[config.mk]
export PLATFORM = sky130hd
export DESIGN_NAME = emt_timer
export DESIGN_NICKNAME = d
export VERILOG_FILES = /design/src/logic/emt_pkg.sv /design/src/logic/emt_timer.sv
export SDC_FILE = /design/constraint.sdc
export NUM_CORES = 1
export LEC_CHECK = 0
export ABC_AREA = 1
export BUFFER_PORTS_ARGS = -buffer_cell sky130_fd_sc_hd__buf_2
export CORE_MARGIN = 1
export CORE_UTILIZATION = 45
export CTS_CLUSTER_DIAMETER = 150
export CTS_CLUSTER_SIZE = 30
export DETAILED_ROUTE_END_ITERATION = 7
export PLACE_DENSITY = 0.69
export SYNTH_ARGS = -nofsm -noshare
export SYNTH_HDL_FRONTEND = slang
export SYNTH_SLANG_ARGS = --single-unit
[constraint.sdc]
create_clock -name i_clk_sys -period 4.5 [get_ports i_clk_sys]
set_input_delay 0.9 -clock i_clk_sys [delete_from_list [all_inputs] [get_ports i_clk_sys]]
set_output_delay 0.9 -clock i_clk_sys [all_outputs]
set_load 0.02 [all_outputs]
[src/logic/emt_pkg.sv]
package emt_pkg;

	// ----------------------------------------
	// Register map (printed offsets are byte addresses, low 16 bits)
	// ----------------------------------------
	localparam logic [15:0] TIMER_CONTROL_ADDR        = 16'hffd0;
	localparam logic [15:0] TIMER_CONTROL_STATUS_ADDR = 16'hffd1;
	localparam logic [15:0] MATCH_CONSTANT_A_ADDR     = 16'hffd2;
	localparam logic [15:0] MATCH_CONSTANT_B_ADDR     = 16'hffd3;
	localparam logic [15:0] TICK_COUNTER_ADDR         = 16'hffd4;
	localparam logic [15:0] STANDBY_ADDR              = 16'hffd8;

	// ----------------------------------------
	// Reset values and counter maximum
	// ----------------------------------------
	localparam logic [7:0] TIMER_CONTROL_RST    = 8'h00;
	localparam logic [7:0] STATUS_FIXED_BITS    = 8'h10;
	localparam logic [7:0] MATCH_CONSTANT_RST   = 8'hff;
	localparam logic [7:0] TICK_COUNTER_RST     = 8'h00;
	localparam logic [7:0] COUNTER_MAX          = 8'hff;

	// ----------------------------------------
	// Field positions
	// ----------------------------------------
	localparam int CTL_MATCH_B_IE_POS = 7;
	localparam int CTL_MATCH_A_IE_POS = 6;
	localparam int CTL_WRAP_IE_POS    = 5;
	localparam int CTL_CLR_SEL_LSB    = 3;
	localparam int CTL_CLK_SEL_LSB    = 0;
	localparam int STS_MATCH_B_POS    = 7;
	localparam int STS_MATCH_A_POS    = 6;
	localparam int STS_WRAP_POS       = 5;
	localparam int STS_ACT_B_LSB      = 2;
	localparam int STS_ACT_A_LSB      = 0;

	// ----------------------------------------
	// Prescaler divide ratios
	// ----------------------------------------
	localparam int DIV_SLOW   = 8;
	localparam int DIV_MEDIUM = 64;
	localparam int DIV_LONG   = 1024;
	localparam int PRESCALE_W = 10;

	// ----------------------------------------
	// Encodings
	// ----------------------------------------
	typedef enum logic [2:0] {
		CLK_STOP0    = 3'h0,
		CLK_DIV8     = 3'h1,
		CLK_DIV64    = 3'h2,
		CLK_DIV1024  = 3'h3,
		CLK_STOP4    = 3'h4,
		CLK_EXT_RISE = 3'h5,
		CLK_EXT_FALL = 3'h6,
		CLK_EXT_BOTH = 3'h7
	} emt_clk_sel_t;

	typedef enum logic [1:0] {
		CLR_NONE    = 2'h0,
		CLR_MATCH_A = 2'h1,
		CLR_MATCH_B = 2'h2,
		CLR_EXT     = 2'h3
	} emt_clr_sel_t;

	typedef enum logic [1:0] {
		ACT_KEEP   = 2'h0,
		ACT_LOW    = 2'h1,
		ACT_HIGH   = 2'h2,
		ACT_TOGGLE = 2'h3
	} emt_out_act_t;

	// Interrupt request group toward the interrupt controller
	typedef struct packed {
		logic match_b_irq;
		logic match_a_irq;
		logic wrap_irq;
	} emt_irq_t;

	// Service acknowledges from the transfer controller
	typedef struct packed {
		logic match_b_ack;
		logic match_a_ack;
	} emt_xfer_ack_t;

endpackage

[src/logic/emt_timer.sv]
`timescale 1ns/1ps

module emt_timer (
	input  wire logic                  i_clk_sys,
	input  wire logic                  i_sys_rst,
	input  wire logic                  i_standby,
	input  wire logic                  psel,
	input  wire logic                  penable,
	input  wire logic                  pwrite,
	input  wire logic [15:0]           paddr,
	input  wire logic [31:0]           pwdata,
	output logic      [31:0]           prdata,
	output logic                       pready,
	output logic                       pslverr,
	input  wire logic                  i_external_count_input,
	input  wire logic                  i_external_clear_input,
	input  wire emt_pkg::emt_xfer_ack_t i_xfer_ack,
	output emt_pkg::emt_irq_t          o_irq,
	output logic                       o_wave_output,
	output logic                       o_wave_output_en
);
	import emt_pkg::*;

	// ----------------------------------------
	// Registers
	// ----------------------------------------
	logic [7:0]            timer_control;
	logic [7:0]            match_constant_a;
	logic [7:0]            match_constant_b;
	logic [7:0]            tick_counter;
	logic                  match_a_flag;
	logic                  match_b_flag;
	logic                  wrap_flag;
	logic [3:0]            out_action;
	logic [2:0]            armed;
	logic [PRESCALE_W-1:0] prescale;
	logic                  ext_cnt_q;
	logic                  ext_clr_q;
	logic                  step_q;

	// ----------------------------------------
	// Bus decode
	// ----------------------------------------
	logic         access;
	logic         wr;
	logic         rd;
	logic         hit_ctl;
	logic         hit_sts;
	logic         hit_cora;
	logic         hit_corb;
	logic         hit_cnt;
	logic         hit_stby;
	logic         mapped;
	logic [7:0]   status_rd;
	emt_clk_sel_t clk_sel;
	emt_clr_sel_t clr_sel;

	assign access   = psel & penable;
	assign wr       = access & pwrite;
	assign rd       = access & ~pwrite;
	assign hit_ctl  = (paddr == TIMER_CONTROL_ADDR);
	assign hit_sts  = (paddr == TIMER_CONTROL_STATUS_ADDR);
	assign hit_cora = (paddr == MATCH_CONSTANT_A_ADDR);
	assign hit_corb = (paddr == MATCH_CONSTANT_B_ADDR);
	assign hit_cnt  = (paddr == TICK_COUNTER_ADDR);
	assign hit_stby = (paddr == STANDBY_ADDR);
	assign mapped   = hit_ctl | hit_sts | hit_cora | hit_corb | hit_cnt | hit_stby;
	assign clk_sel  = emt_clk_sel_t'(timer_control[CTL_CLK_SEL_LSB +: 3]);
	assign clr_sel  = emt_clr_sel_t'(timer_control[CTL_CLR_SEL_LSB +: 2]);

	always_comb begin
		status_rd                  = STATUS_FIXED_BITS;
		status_rd[STS_MATCH_B_POS] = match_b_flag;
		status_rd[STS_MATCH_A_POS] = match_a_flag;
		status_rd[STS_WRAP_POS]    = wrap_flag;
		status_rd[3:0]             = out_action;
	end

	// ----------------------------------------
	// Count pulse generation
	// ----------------------------------------
	logic ext_rise;
	logic ext_fall;
	logic step;

	assign ext_rise = i_external_count_input & ~ext_cnt_q;
	assign ext_fall = ~i_external_count_input & ext_cnt_q;

	always_ff @(posedge i_clk_sys) begin
		if (i_sys_rst) begin
			prescale  <= '0;
			ext_cnt_q <= 1'b0;
			ext_clr_q <= 1'b0;
		end else begin
			prescale  <= prescale + 1'b1;
			ext_cnt_q <= i_external_count_input;
			ext_clr_q <= i_external_clear_input;
		end
	end

	always_comb begin
		case (clk_sel)
			CLK_DIV8:     step = (prescale[$clog2(DIV_SLOW)-1:0] == '1);
			CLK_DIV64:    step = (prescale[$clog2(DIV_MEDIUM)-1:0] == '1);
			CLK_DIV1024:  step = (prescale[$clog2(DIV_LONG)-1:0] == '1);
			CLK_EXT_RISE: step = ext_rise;
			CLK_EXT_FALL: step = ext_fall;
			CLK_EXT_BOTH: step = ext_rise | ext_fall;
			default:      step = 1'b0;
		endcase
	end

	// Matches are signalled on the last cycle the count holds the value,
	// i.e. when the next count pulse arrives.
	// compare qualified by the count pulse
	logic match_a;
	logic match_b;
	logic ext_clr;
	logic do_clear;
	logic wrap;

	assign match_a  = step & (tick_counter == match_constant_a);
	assign match_b  = step & (tick_counter == match_constant_b);
	assign ext_clr  = i_external_clear_input & ~ext_clr_q;
	assign do_clear = ((clr_sel == CLR_MATCH_A) & match_a) |
	                  ((clr_sel == CLR_MATCH_B) & match_b) |
	                  ((clr_sel == CLR_EXT) & ext_clr);
	assign wrap     = step & ~do_clear & (tick_counter == COUNTER_MAX);

	always_ff @(posedge i_clk_sys) begin
		step_q <= i_sys_rst ? 1'b0 : step;
	end

	// ----------------------------------------
	// Counter
	// ----------------------------------------
	always_ff @(posedge i_clk_sys) begin
		if (i_sys_rst || i_standby) begin
			tick_counter <= TICK_COUNTER_RST;
		end else if (wr && hit_cnt) begin
			tick_counter <= pwdata[7:0];
		end else if (do_clear) begin
			tick_counter <= TICK_COUNTER_RST;
		end else if (step) begin
			tick_counter <= tick_counter + 8'h01;
		end
	end

	// ----------------------------------------
	// Control and constants
	// ----------------------------------------
	always_ff @(posedge i_clk_sys) begin
		if (i_sys_rst || i_standby) begin
			timer_control    <= TIMER_CONTROL_RST;
			match_constant_a <= MATCH_CONSTANT_RST;
			match_constant_b <= MATCH_CONSTANT_RST;
			out_action       <= 4'h0;
		end else if (wr) begin
			if (hit_ctl) begin
				timer_control <= pwdata[7:0];
			end else if (hit_cora) begin
				match_constant_a <= pwdata[7:0];
			end else if (hit_corb) begin
				match_constant_b <= pwdata[7:0];
			end else if (hit_sts) begin
				out_action <= pwdata[3:0];
			end
		end
	end

	// ----------------------------------------
	// Status flags
	// ----------------------------------------
	// Arming bits remember a flag seen as one by a status read; a zero
	// write only clears an armed flag. A set in the same cycle wins.
	logic sts_wr;
	logic sts_rd;

	assign sts_wr = wr & hit_sts;
	assign sts_rd = rd & hit_sts;

	always_ff @(posedge i_clk_sys) begin
		if (i_sys_rst || i_standby) begin
			match_b_flag <= 1'b0;
			match_a_flag <= 1'b0;
			wrap_flag    <= 1'b0;
			armed        <= 3'h0;
		end else begin
			if (match_b) begin
				match_b_flag <= 1'b1;
			end else if (i_xfer_ack.match_b_ack) begin
				match_b_flag <= 1'b0;
			end else if (sts_wr && armed[2] && !pwdata[STS_MATCH_B_POS]) begin
				match_b_flag <= 1'b0;
			end
			if (match_a) begin
				match_a_flag <= 1'b1;
			end else if (i_xfer_ack.match_a_ack) begin
				match_a_flag <= 1'b0;
			end else if (sts_wr && armed[1] && !pwdata[STS_MATCH_A_POS]) begin
				match_a_flag <= 1'b0;
			end
			if (wrap) begin
				wrap_flag <= 1'b1;
			end else if (sts_wr && armed[0] && !pwdata[STS_WRAP_POS]) begin
				wrap_flag <= 1'b0;
			end
			// arming on read of a one
			if (sts_rd) begin
				armed <= {match_b_flag, match_a_flag, wrap_flag};
			end else if (sts_wr) begin
				armed <= 3'h0;
			end
		end
	end

	// ----------------------------------------
	// Interrupt requests
	// ----------------------------------------
	always_ff @(posedge i_clk_sys) begin
		if (i_sys_rst) begin
			o_irq <= '0;
		end else begin
			o_irq.match_b_irq <= match_b_flag & timer_control[CTL_MATCH_B_IE_POS];
			o_irq.match_a_irq <= match_a_flag & timer_control[CTL_MATCH_A_IE_POS];
			o_irq.wrap_irq    <= wrap_flag & timer_control[CTL_WRAP_IE_POS];
		end
	end

	// ----------------------------------------
	// Waveform output
	// ----------------------------------------
	emt_out_act_t act_a;
	emt_out_act_t act_b;

	assign act_a = emt_out_act_t'(out_action[STS_ACT_A_LSB +: 2]);
	assign act_b = emt_out_act_t'(out_action[STS_ACT_B_LSB +: 2]);

	// When both matches fall in one cycle, match B's action is taken unless it is keep, in which case match A's is.
	always_ff @(posedge i_clk_sys) begin
		if (i_sys_rst || i_standby) begin
			o_wave_output    <= 1'b0;
			o_wave_output_en <= 1'b0;
		end else begin
			// not driven when all actions keep
			o_wave_output_en <= (out_action != 4'h0);
			if (match_b && act_b != ACT_KEEP) begin
				o_wave_output <= (act_b == ACT_TOGGLE) ? ~o_wave_output : (act_b == ACT_HIGH);
			end else if (match_a && act_a != ACT_KEEP) begin
				o_wave_output <= (act_a == ACT_TOGGLE) ? ~o_wave_output : (act_a == ACT_HIGH);
			end
		end
	end

	// ----------------------------------------
	// APB slave: zero wait states
	// ----------------------------------------
	always_ff @(posedge i_clk_sys) begin
		if (i_sys_rst) begin
			prdata  <= 32'h0000_0000;
			pready  <= 1'b0;
			pslverr <= 1'b0;
		end else begin
			pready  <= psel & ~penable;
			pslverr <= psel & ~penable & ~mapped;
			if (psel && !penable && !pwrite) begin
				if (hit_ctl) begin
					prdata <= {24'h000000, timer_control};
				end else if (hit_sts) begin
					prdata <= {24'h000000, status_rd};
				end else if (hit_cora) begin
					prdata <= {24'h000000, match_constant_a};
				end else if (hit_corb) begin
					prdata <= {24'h000000, match_constant_b};
				end else if (hit_cnt) begin
					prdata <= {24'h000000, tick_counter};
				end else if (hit_stby) begin
					prdata <= {31'h00000000, i_standby};
				end else begin
					prdata <= 32'h0000_0000;
				end
			end
		end
	end

endmodule

Word-level counts from Yosys, hierarchy flattened
Cells that the tools add are included.
{"block": "classes", "addsub": 2, "eq_ne": 25, "muxes": 24, "bitwise": 39, "n_reduce_logical": 30}
{"cell": "$eq A16 B16 Y1 const B", "n": 6}
{"cell": "$mux W8", "n": 8}
{"cell": "$and A1 B1 Y1", "n": 20}
{"cell": "$eq A8 B8 Y1", "n": 2}
{"cell": "$mux W1", "n": 13}
{"cell": "$eq A2 B2 Y1 const B", "n": 6}
{"cell": "$eq A3 B3 Y1 const B", "n": 4}
{"cell": "$logic_and A1 B1 Y1", "n": 11}
{"cell": "$not A1 Y1", "n": 11}
{"cell": "$add A10 B1 Y10 const B", "n": 1}
{"cell": "$eq A10 B10 Y1 const B", "n": 1}
{"cell": "$reduce_bool A2 Y1", "n": 5}
{"cell": "$reduce_bool A3 Y1", "n": 3}
{"cell": "$add A8 B1 Y8 const B", "n": 1}
{"cell": "$eq A8 B8 Y1 const B", "n": 1}
{"cell": "$or A1 B1 Y1", "n": 8}
{"cell": "$eq A3 B2 Y1 const B", "n": 2}
{"cell": "$eq A6 B6 Y1 const B", "n": 1}
{"cell": "$mux W3", "n": 2}
{"cell": "$pmux W1 S6", "n": 1}
{"cell": "$logic_not A1 Y1", "n": 5}
{"cell": "$reduce_and A5 Y1", "n": 1}
{"cell": "$reduce_and A4 Y1", "n": 1}
{"cell": "$reduce_bool A4 Y1", "n": 1}
{"cell": "5 further kinds", "n": 5}
{"block": "totals", "regBits": 93, "input_bits": 58, "out_inout_bits": 39}

Logic depth before layout (Yosys ltp)
Gate-level depths: netlist (run 1).
{"block": "logic_depth", "ltp_word": 12, "ltp_mapped": 13, "ltp_nobuf": 13}

Worst setup path before layout (run 1)
Ideal clock, no wire load.
{"block": "synth_timing", "path_type": "input -> register", "start": "in i_external_count_input", "end": "reg tick_counter[0]", "setup_time_ps": 64, "arrival_ps": 2107, "path_slack_ps": 2329, "cell_stages": 12, "cell_sequence": "inv_1 -> ha_1 -> inv_1 -> nand3_1 -> nand3_1 -> nand2_1 -> nand3_2 -> nand3_2 -> nand3_1 -> nor2_4 -> nor2_1 -> nor2_1"}
{"block": "synth_via", "elab_chain_len": 10}
{"item": "from (decl)", "line_no": "emt_timer.sv:15", "source": "input wire logic i_external_count_input,"}
{"item": "$not A1 Y1", "line_no": "emt_timer.sv:87", "source": "assign ext_fall = ~i_external_count_input & ext_cnt_q;"}
{"item": "$and A1 B1 Y1", "line_no": "emt_timer.sv:87"}
{"item": "$or A1 B1 Y1", "line_no": "emt_timer.sv:108", "source": "CLK_EXT_BOTH: step = ext_rise | ext_fall;"}
{"item": "$pmux W1 S6 *", "line_no": "emt_timer.sv:102", "source": "case (clk_sel)"}
{"item": "$and A1 B1 Y1 (on tied branches)", "line_no": "emt_timer.sv:122, emt_timer.sv:123"}
{"item": "$and A1 B1 Y1 (on tied branches)", "line_no": "emt_timer.sv:125, emt_timer.sv:126"}
{"item": "$or A1 B1 Y1", "line_no": "emt_timer.sv:125", "source": "assign do_clear = ((clr_sel == CLR_MATCH_A) & match_a) |"}
{"item": "$or A1 B1 Y1", "line_no": "emt_timer.sv:126", "source": "((clr_sel == CLR_MATCH_B) & match_b) |"}
{"item": "$mux W8", "line_no": "emt_timer.sv:142", "source": "end else if (do_clear) begin"}
{"item": "$mux W8", "line_no": "emt_timer.sv:140", "source": "end else if (wr && hit_cnt) begin"}
{"item": "to (signal assigned)", "line_no": "emt_timer.sv:141", "source": "tick_counter <= pwdata[7:0];"}
{"item": "to (signal assigned)", "line_no": "emt_timer.sv:145", "source": "tick_counter <= tick_counter + 8'h01;"}
{"item": "to (decl)", "line_no": "emt_timer.sv:30", "source": "logic [7:0] tick_counter;"}
Every way passes the cells marked *; elsewhere a longest branch is shown, timed or not.
A chain may end at the register's enable or synchronous reset.

Worst setup path after layout (run 1)
{"block": "layout_timing", "start": "in i_external_count_input", "end": "reg o_wave_output"}
{"block": "layout_via", "elab_chain_len": 7}
{"item": "$not A1 Y1", "line_no": "emt_timer.sv:87"}
{"item": "$and A1 B1 Y1", "line_no": "emt_timer.sv:87"}
{"item": "$or A1 B1 Y1", "line_no": "emt_timer.sv:108"}
{"item": "$pmux W1 S6 *", "line_no": "emt_timer.sv:102"}
{"item": "$and A1 B1 Y1 (on tied branches)", "line_no": "emt_timer.sv:123, emt_timer.sv:122"}
{"item": "$logic_and A1 B1 Y1 (on tied branches)", "line_no": "emt_timer.sv:247, emt_timer.sv:249"}
{"item": "$mux W1 or $reduce_bool A2 Y1 (tied branches)"}
{"item": "to (signal assigned)", "line_no": "emt_timer.sv:248", "source": "o_wave_output <= (act_b == ACT_TOGGLE) ? ~o_wave_output : (act_b == ACT_HIGH);"}
{"item": "to (signal assigned)", "line_no": "emt_timer.sv:250", "source": "o_wave_output <= (act_a == ACT_TOGGLE) ? ~o_wave_output : (act_a == ACT_HIGH);"}
{"item": "to (decl)", "line_no": "emt_timer.sv:19", "source": "output logic o_wave_output,"}
Marks and branches as above.

==> summary.txt, run 1 <==
Timing
  • Slew Viols, Final: 0
  • Max_slew headroom: 0.529
  • RSZ-0062 raised after global routing: no
  • Final Setup Violations: 0
  • Clock Skew: 0.00595 ns
  • Fmax: 442 MHz
  • Fin crit period: 2.26 ns
  • Setup TNS: 0 ns
  • Worst Tran Pin Value: 0.704 ns
  • Fin crit share: 0.503
  • Worst Hold Slack: 0.453 ns
  • Final Hold Fails: 0

Logic synthesis
  • Post-Synthesis Cells: 600
  • Most common flop cell mapped by yosys: dfxtp_1
  • Multiplexer share of the synthesized area: 0
  • Xor/xnor share of the synthesized area: 0.0254
  • Netlist Area Pre-Place: 4130 um^2
  • Largest family of logic cells by synthesized area: simple AND/OR/NAND/NOR gates
  • Compound-cell area share of the yosys netlist: 0.115
  • Synth Area per Inst: 6.89 um^2
  • Seq/Total Area, Yosys: 0.334
  • FF+latch count, synth: 69
  • Post-synthesis simple-gate area fraction: 0.381
  • Post-Synth Adder-Cell Area: 0.0151
  • EDFF count, synth: 0
  • Synth unique cells: 42
  • Yosys warning count: 0
  • Ys async rst share: 0

Floorplan
  • FP Rows: 34
  • Chip Width: 97.8 um
  • Die Ht: 97.8 um
  • Core area: 8810 um^2
  • IO Pins: 97
  • Initial Util: 0.469
  • Die ar.: 9570 um^2

Run
  • Max Cap Viol: 0

Layout
  • Nets: 708
  • Layout area overhead: 10.4%
  • Non-filler cells in the finished layout: 758
  • Commonest non-fill, non-tap cell in the layout: nand2_1
  • Filler cell count: 892
  • Final instance area: 4560 um^2
  • Most frequent cells in the layout: 133 x nand2_1, 73 x nor2_1, 69 x dfxtp_1
  • FF/Latch Area: 1380 um^2
  • Antenna Cells: 0
  • Area occupied by multi-input gates: 2310 um^2
  • Share of cells above drive strength 1: 0.166

Outcome
  • Failing checks: DRC
  • Status: finished, violations left

CTS
  • CTS tree: built
  • Clock sink count: 69
  • Hold Buf Count CTS: 0
  • Clk buf depth: 2
  • CTS Buf Count: 9
  • Htree depth: 3
  • Clock Tree Root: clkbuf_8
  • CTS clk-pin slew, worst paths: 0.08 ns
  • Postcts setup bufs: 0
  • Latest clock arrival within the worst-skew pair: 0.35 ns
  • # resized after CTS: 0

Place
  • Placed cell count: 742
  • Port Buffers: 48
  • RD Place Congestion: 0.868
  • Dpl cell area: 4340 um^2
  • DP Wirelength: 7760 um

Global routing
  • Initial antenna violation count: 0
  • Largest net degree at the start of global routing: 33
  • Tot GR Track Use: 0.226
  • Vias in the first global route: 3767
  • First-pass GRT wire length: 17400 um
  • Total grt overflow: 0

Setup path
  • CP required: 4.75 ns
  • Max FO, Critical Path: 7
  • Crit path top cell by count: inv_1
  • CP cell instances: buf_2, inv_1, ha_1, inv_1, nand3_1, nand3_1, nand2_1, nand3_2, and2_1, o21ai_1, nand2_1, inv_1, nor2_1, nor2_1
  • Startpoint types: primary input
  • Slowest cell on the critical path: and2_1
  • Critical path capture point type: flip-flop
  • CP Class: in -> reg
  • Arrival time worst endpoint: 2.52 ns
  • Max incr delay on CP: 0.32 ns

Detailed routing
  • DR iter-0 viols: 236
  • Wirelength per Cell: 13.7 um
  • DR pass1 iterations: 7
  • Vias: 3981
  • Via/cell ratio: 5.25
  • Drt total wl: 10400 um
  • Final ANT Viol Nets: 0
  • Drt drc: 16

Power and ir drop
  • Leak Pwr: 0.00222 uW
  • Pwr dens: 281 nW/um^2
  • VDD IR max: 0.171 mV

Hold path
  • Hold WC Path Type: reg -> reg
-- through the flow --
step           total power (uW)  utilization  setup WS, ns
6_report                   1280        0.518          2.24
5_1_grt                    1320        0.518          2.07
4_1_cts                    1290        0.518          2.27
3_5_place_dp                721        0.492          1.93
3_3_place_gp                719        0.492          1.96
2_1_floorplan               704            -          2.33
-- cell families after synthesis --
family	count (synthesis)
adders and majority gates	5
AOI/OAI and AO/OA	84
and+or+nand+nor	322
other	1
buffers and inverters	107
xor gates and xnor gates	12
DFF	69
-- cells in the mapped netlist, types with 3 or more instances --
| cell | number | area, um^2 |
|---|---|---|
| nor3_4 | 4 | 65.1 |
| o211ai_1 | 7 | 52.6 |
| nor2_1 | 74 | 278 |
| o211ai_2 | 4 | 50.1 |
| nand3_1 | 49 | 245 |
| xor2_1 | 12 | 105 |
| buf_4 | 25 | 188 |
| a21oi_1 | 37 | 185 |
| buf_2 | 3 | 15.0 |
| nor3_1 | 6 | 30.0 |
| nor2_4 | 4 | 45.0 |
| nand4_1 | 20 | 125 |
| o22ai_1 | 3 | 18.8 |
| nor2_2 | 3 | 18.8 |
| nand3_2 | 3 | 30.0 |
| clkbuf_1 | 6 | 22.5 |
| nand2_4 | 3 | 33.8 |
| inv_1 | 61 | 229 |
| ha_1 | 5 | 62.6 |
| dfxtp_1 | 69 | 1380 |
| o21ai_1 | 8 | 40.0 |
| nand3b_1 | 4 | 30.0 |
| o21ai_0 | 23 | 115 |
| nand2_2 | 7 | 43.8 |
| nand2_1 | 133 | 499 |
| inv_2 | 6 | 22.5 |
-- registers in the layout, indices dropped and copies added, names as in the netlist, 3 cells and up --
register / cells
match_constant_a: 8
prdata: 8
o_irq: 3
out_action: 4
match_constant_b: 8
tick_counter: 8
timer_control: 8
armed: 3
prescale: 10
-- path summary, 6_finish.rpt --
kind,from,endpoint,slack [ns],cells past startpoint
hold / removal,prescale[0]$_SDFF_PP0_,prescale[0]$_SDFF_PP0_,0.45,1
setup / recovery,i_external_count_input,o_wave_output$_SDFFE_PP0P_,2.24,14
hold reg to reg,prescale[0]$_SDFF_PP0_,prescale[0]$_SDFF_PP0_,0.45,1
setup reg to reg,prescale[0]$_SDFF_PP0_,o_wave_output$_SDFFE_PP0P_,2.44,13
-- cell type report --
type                    count  share of cell area
clock inverters             7              0.0217
well taps                 108              0.0296
clock buffers               9              0.0272
repair buffers             49              0.0543
multi-input cells         447               0.506
flip-flops and latches     69               0.303
inverters                  69              0.0579
-- report_power, final --
group          switching [uW]  leakage [uW]  internal (uW)
combinational            67.2       0.00155           22.2
clock                     260      0.000110            315
sequential               2.65      0.000558            615
-- per-layer routing --
| metal | vias to the layer above | share of wire | track usage |
|---|---|---|---|
| li1 | 2004 | - | - |
| met1 | 1818 | 0.45 | 0.284 |
| met2 | 131 | 0.47 | 0.379 |
| met3 | 28 | 0.053 | 0.0422 |
| met4 | 0 | 0.027 | 0.0979 |
| met5 | - | 0 | 0 |
-- critical path: cells and delay by family --
| kind | cells | cell delay, ns |
|---|---|---|
| and+or+nand+nor | 8 | 0.93 |
| buffers and inverters | 4 | 0.23 |
| AOI/OAI and AO/OA | 1 | 0.16 |
| adders and majority gates | 1 | 0.28 |
Power figures use the tool's default switching activity.
==> run 2: changes to the inputs <==
- ABC_AREA: 1 -> 0
- clock period: 4.5 -> 2.2 ns (I/O delays scaled with it)
==> run 2 against run 1 <==
The run now ends clean. Clock skew grew 0.0030 ns. Global-route usage grew 0.40 points. Synthesized cell count shrank 24%. Via count shrank 12%. Combinational power grew 120%. Highest routed layer unchanged. Worst setup slack lost 2.1 ns. Total power grew 110%. Area after synthesis shrank 6.6%. Critical path depth shrank 6. Wire length shrank 5.0%. Critical path type is now reg -> reg.
==> summary.txt, run 2 <==
CTS
  • Clock sink count: 69
  • Latest clock arrival within the worst-skew pair: 0.36 ns
  • CTS Buf Count: 9
  • CTS clk-pin slew, worst paths: 0.08 ns
  • CTS tree: built
  • Hold Buf Count CTS: 0
  • Clock Tree Root: clkbuf_8
  • Htree depth: 3
  • Clk buf depth: 2

Logic synthesis
  • Netlist Area Pre-Place: 3860 um^2
  • FF+latch count, synth: 69
  • Top post-synthesis cells by area: dfxtp_1 36%, nand2_1 5.3%, mux2i_1 4.9%
  • EDFF count, synth: 0
  • Seq/Total Area, Yosys: 0.358
  • Synth unique cells: 57
  • Area leader, netlist: dfxtp_1
  • Post-synth top cells: 69 x dfxtp_1, 55 x nand2_1, 40 x nor2_1
  • Post-Synthesis Cells: 459
  • Top cell type's share of synthesized area: 0.358
  • Count leader, synth: dfxtp_1
  • Synth Area per Inst: 8.41 um^2
  • Yosys warning count: 0
  • Most common flop cell mapped by yosys: dfxtp_1
  • Ys async rst share: 0

Detailed routing
  • Final ANT Viol Nets: 0
  • Vias: 3492
  • DR iter-0 viols: 244
  • Via/cell ratio: 5.60
  • Wirelength per Cell: 15.8 um
  • Drt total wl: 9870 um
  • Drt drc: 0
  • DR pass1 iterations: 5

Layout
  • Most frequent cells in the layout: 68 x dfxtp_1, 55 x nand2_1, 48 x buf_2
  • Commonest non-fill, non-tap cell in the layout: dfxtp_1
  • Most flops, register: prescale
  • Layout area overhead: 15.0%
  • Max FFs per register: 10
  • Share of cells above drive strength 1: 0.212
  • Antenna Cells: 0
  • Nets: 577

Setup path
  • Critical path capture point type: flip-flop
  • CP Class: reg -> reg
  • Crit path launch: prescale[1]$_SDFF_PP0_
  • Max FO, Critical Path: 6
  • Slowest cell on the critical path: or4_1
  • CP required: 2.49 ns
  • Arrival time worst endpoint: 2.36 ns
  • Worst reg2reg path depth: 8
  • Crit path buffers/inverters: 1
  • Crit path top cell by count: ha_1
  • Startpoint types: flip-flop
  • CP cell instances: ha_1, ha_1, nor4bb_1, a41o_1, a211oi_4, buf_4, or4_1, a21oi_1
  • Worst reg2reg setup slack: 0.12 ns
  • Critical R2R Launch: prescale[1]$_SDFF_PP0_
  • Crit path to: o_wave_output$_SDFFE_PP0P_
  • Crit path depth: 8
  • Family with the most delay on the worst path: simple AND/OR/NAND/NOR gates
  • Max incr delay on CP: 0.52 ns
  • R2R Path End: o_wave_output$_SDFFE_PP0P_

Timing
  • Fin crit share: 0.945
  • Worst Tran Pin Value: 0.537 ns
  • Fmax: 481 MHz
  • Post-route setup slack: 0.122 ns
  • Max_slew headroom: 0.642
  • RSZ-0062 raised after global routing: no
  • Setup TNS: 0 ns
  • Final Setup Violations: 0
  • Final Hold Fails: 0
  • Slew Viols, Final: 0
  • Clock Skew: 0.00898 ns
  • Fin crit period: 2.08 ns

Floorplan
  • Core area: 8260 um^2
  • FP Rows: 33
  • Die ar.: 8950 um^2
  • IO Pins: 97
  • Die Ht: 94.6 um
  • Chip Width: 94.6 um
  • Initial Util: 0.467

Global routing
  • Tot GR Track Use: 0.230
  • First-pass GRT wire length: 15600 um
  • Initial antenna violation count: 0
  • Vias in the first global route: 3122
  • Largest net degree at the start of global routing: 29
  • Total grt overflow: 0

Power and ir drop
  • Pwr dens: 613 nW/um^2
  • Leak Pwr: 0.00183 uW
  • VDD IR max: 0.325 mV

Place
  • DP Worst Slack: -0.0386 ns
  • RD Place Congestion: 0.891
  • Port Buffers: 48
  • DP Wirelength: 7230 um

Outcome
  • Status: complete, no violations

Run
  • Max Cap Viol: 0

Hold path
  • Hold WC Path Type: in -> reg
run 2: changes by cell type in the layout (fill, tap and decap cells not counted), moves of 19 or more:
cell | before | now
nor2_1 | 73 | 40
inv_1 | 61 | 10
buf_4 | 1 | 23
nand2_1 | 133 | 55
mux2i_1 | 0 | 19
nand3_1 | 49 | 30
run 2: report_power, final:
group / total, uW / switching (uW) / internal, uW
Clock: 1250 / 500 / 753
Sequential: 1270 / 6.48 / 1260
Combinational: 201 / 141 / 60.1
Total: 2720 / 647 / 2070
run 2: timing repair:
item / in CTS / in global routing
endpoints found under the setup margin: 0 / 1
resized for setup: 0 / 2
setup buffers: 0 / 0
run 2: worst min-delay path by stage:
stage                                  startpoint                    to  slack (ns)  depth (start not counted)
floorplan           timer_control[5]$_SDFFE_PP0P_   o_irq[0]$_SDFF_PP0_        0.42                          2
global placement    timer_control[6]$_SDFFE_PP0P_   o_irq[1]$_SDFF_PP0_        0.44                          2
detailed placement  timer_control[6]$_SDFFE_PP0P_   o_irq[1]$_SDFF_PP0_        0.44                          2
CTS                                     i_sys_rst  ext_clr_q$_SDFF_PP0_        0.30                          2
global route                            i_sys_rst  ext_clr_q$_SDFF_PP0_        0.30                          2
finish                                  i_sys_rst  ext_clr_q$_SDFF_PP0_        0.30                          2
run 2: layout make-up:
type	count	area, um^2
inverters	10	37.5
repair buffers	71	413
clock buffers	10	128
clock inverters	6	111
well taps	105	131
flip-flops and latches	69	1380
fillers	786	3820
multi-input cells	353	2230
run 2: cell families after synthesis:
family | count (synthesis) | synth area share
AO/OA/AOI/OAI | 92 | 0.158
XOR/XNOR | 23 | 0.0522
adder cells (fa/ha/maj) | 5 | 0.0162
buffers and inverters | 60 | 0.0872
flip-flops | 69 | 0.358
multiplexers | 24 | 0.0639
other | 1 | 0.000972
AND/OR/NAND/NOR | 185 | 0.264
run 2: layer usage:
layer / vias up / GRT usage / part of all wire
met5: - / 0 / 0
met2: 166 / 0.350 / 0.44
li1: 1681 / - / -
met1: 1620 / 0.316 / 0.45
met4: 0 / 0.0934 / 0.028
met3: 25 / 0.0475 / 0.077
run 2: worst reg2reg max path: cells and delay by family, from the launching register on:
family | cells | cell delay (ns)
compound gates | 3 | 0.36
fa+ha+maj | 2 | 0.33
buf+inv | 1 | 0.18
flops | 1 | 0.35
simple gates | 2 | 0.79
run 2: stage by stage:
step / utilization / hold slack (ns) / instances / total power, uW / cell area, um^2
after floorplan: - / 0.422 / 482 / 1450 / 3950
after global placement: 0.508 / 0.441 / 608 / 1490 / 4190
after detailed placement: 0.508 / 0.438 / 608 / 1490 / 4190
after CTS: 0.537 / 0.303 / 624 / 2730 / 4430
after global routing: 0.537 / 0.302 / 624 / 2810 / 4440
final: 0.537 / 0.305 / 624 / 2720 / 4440
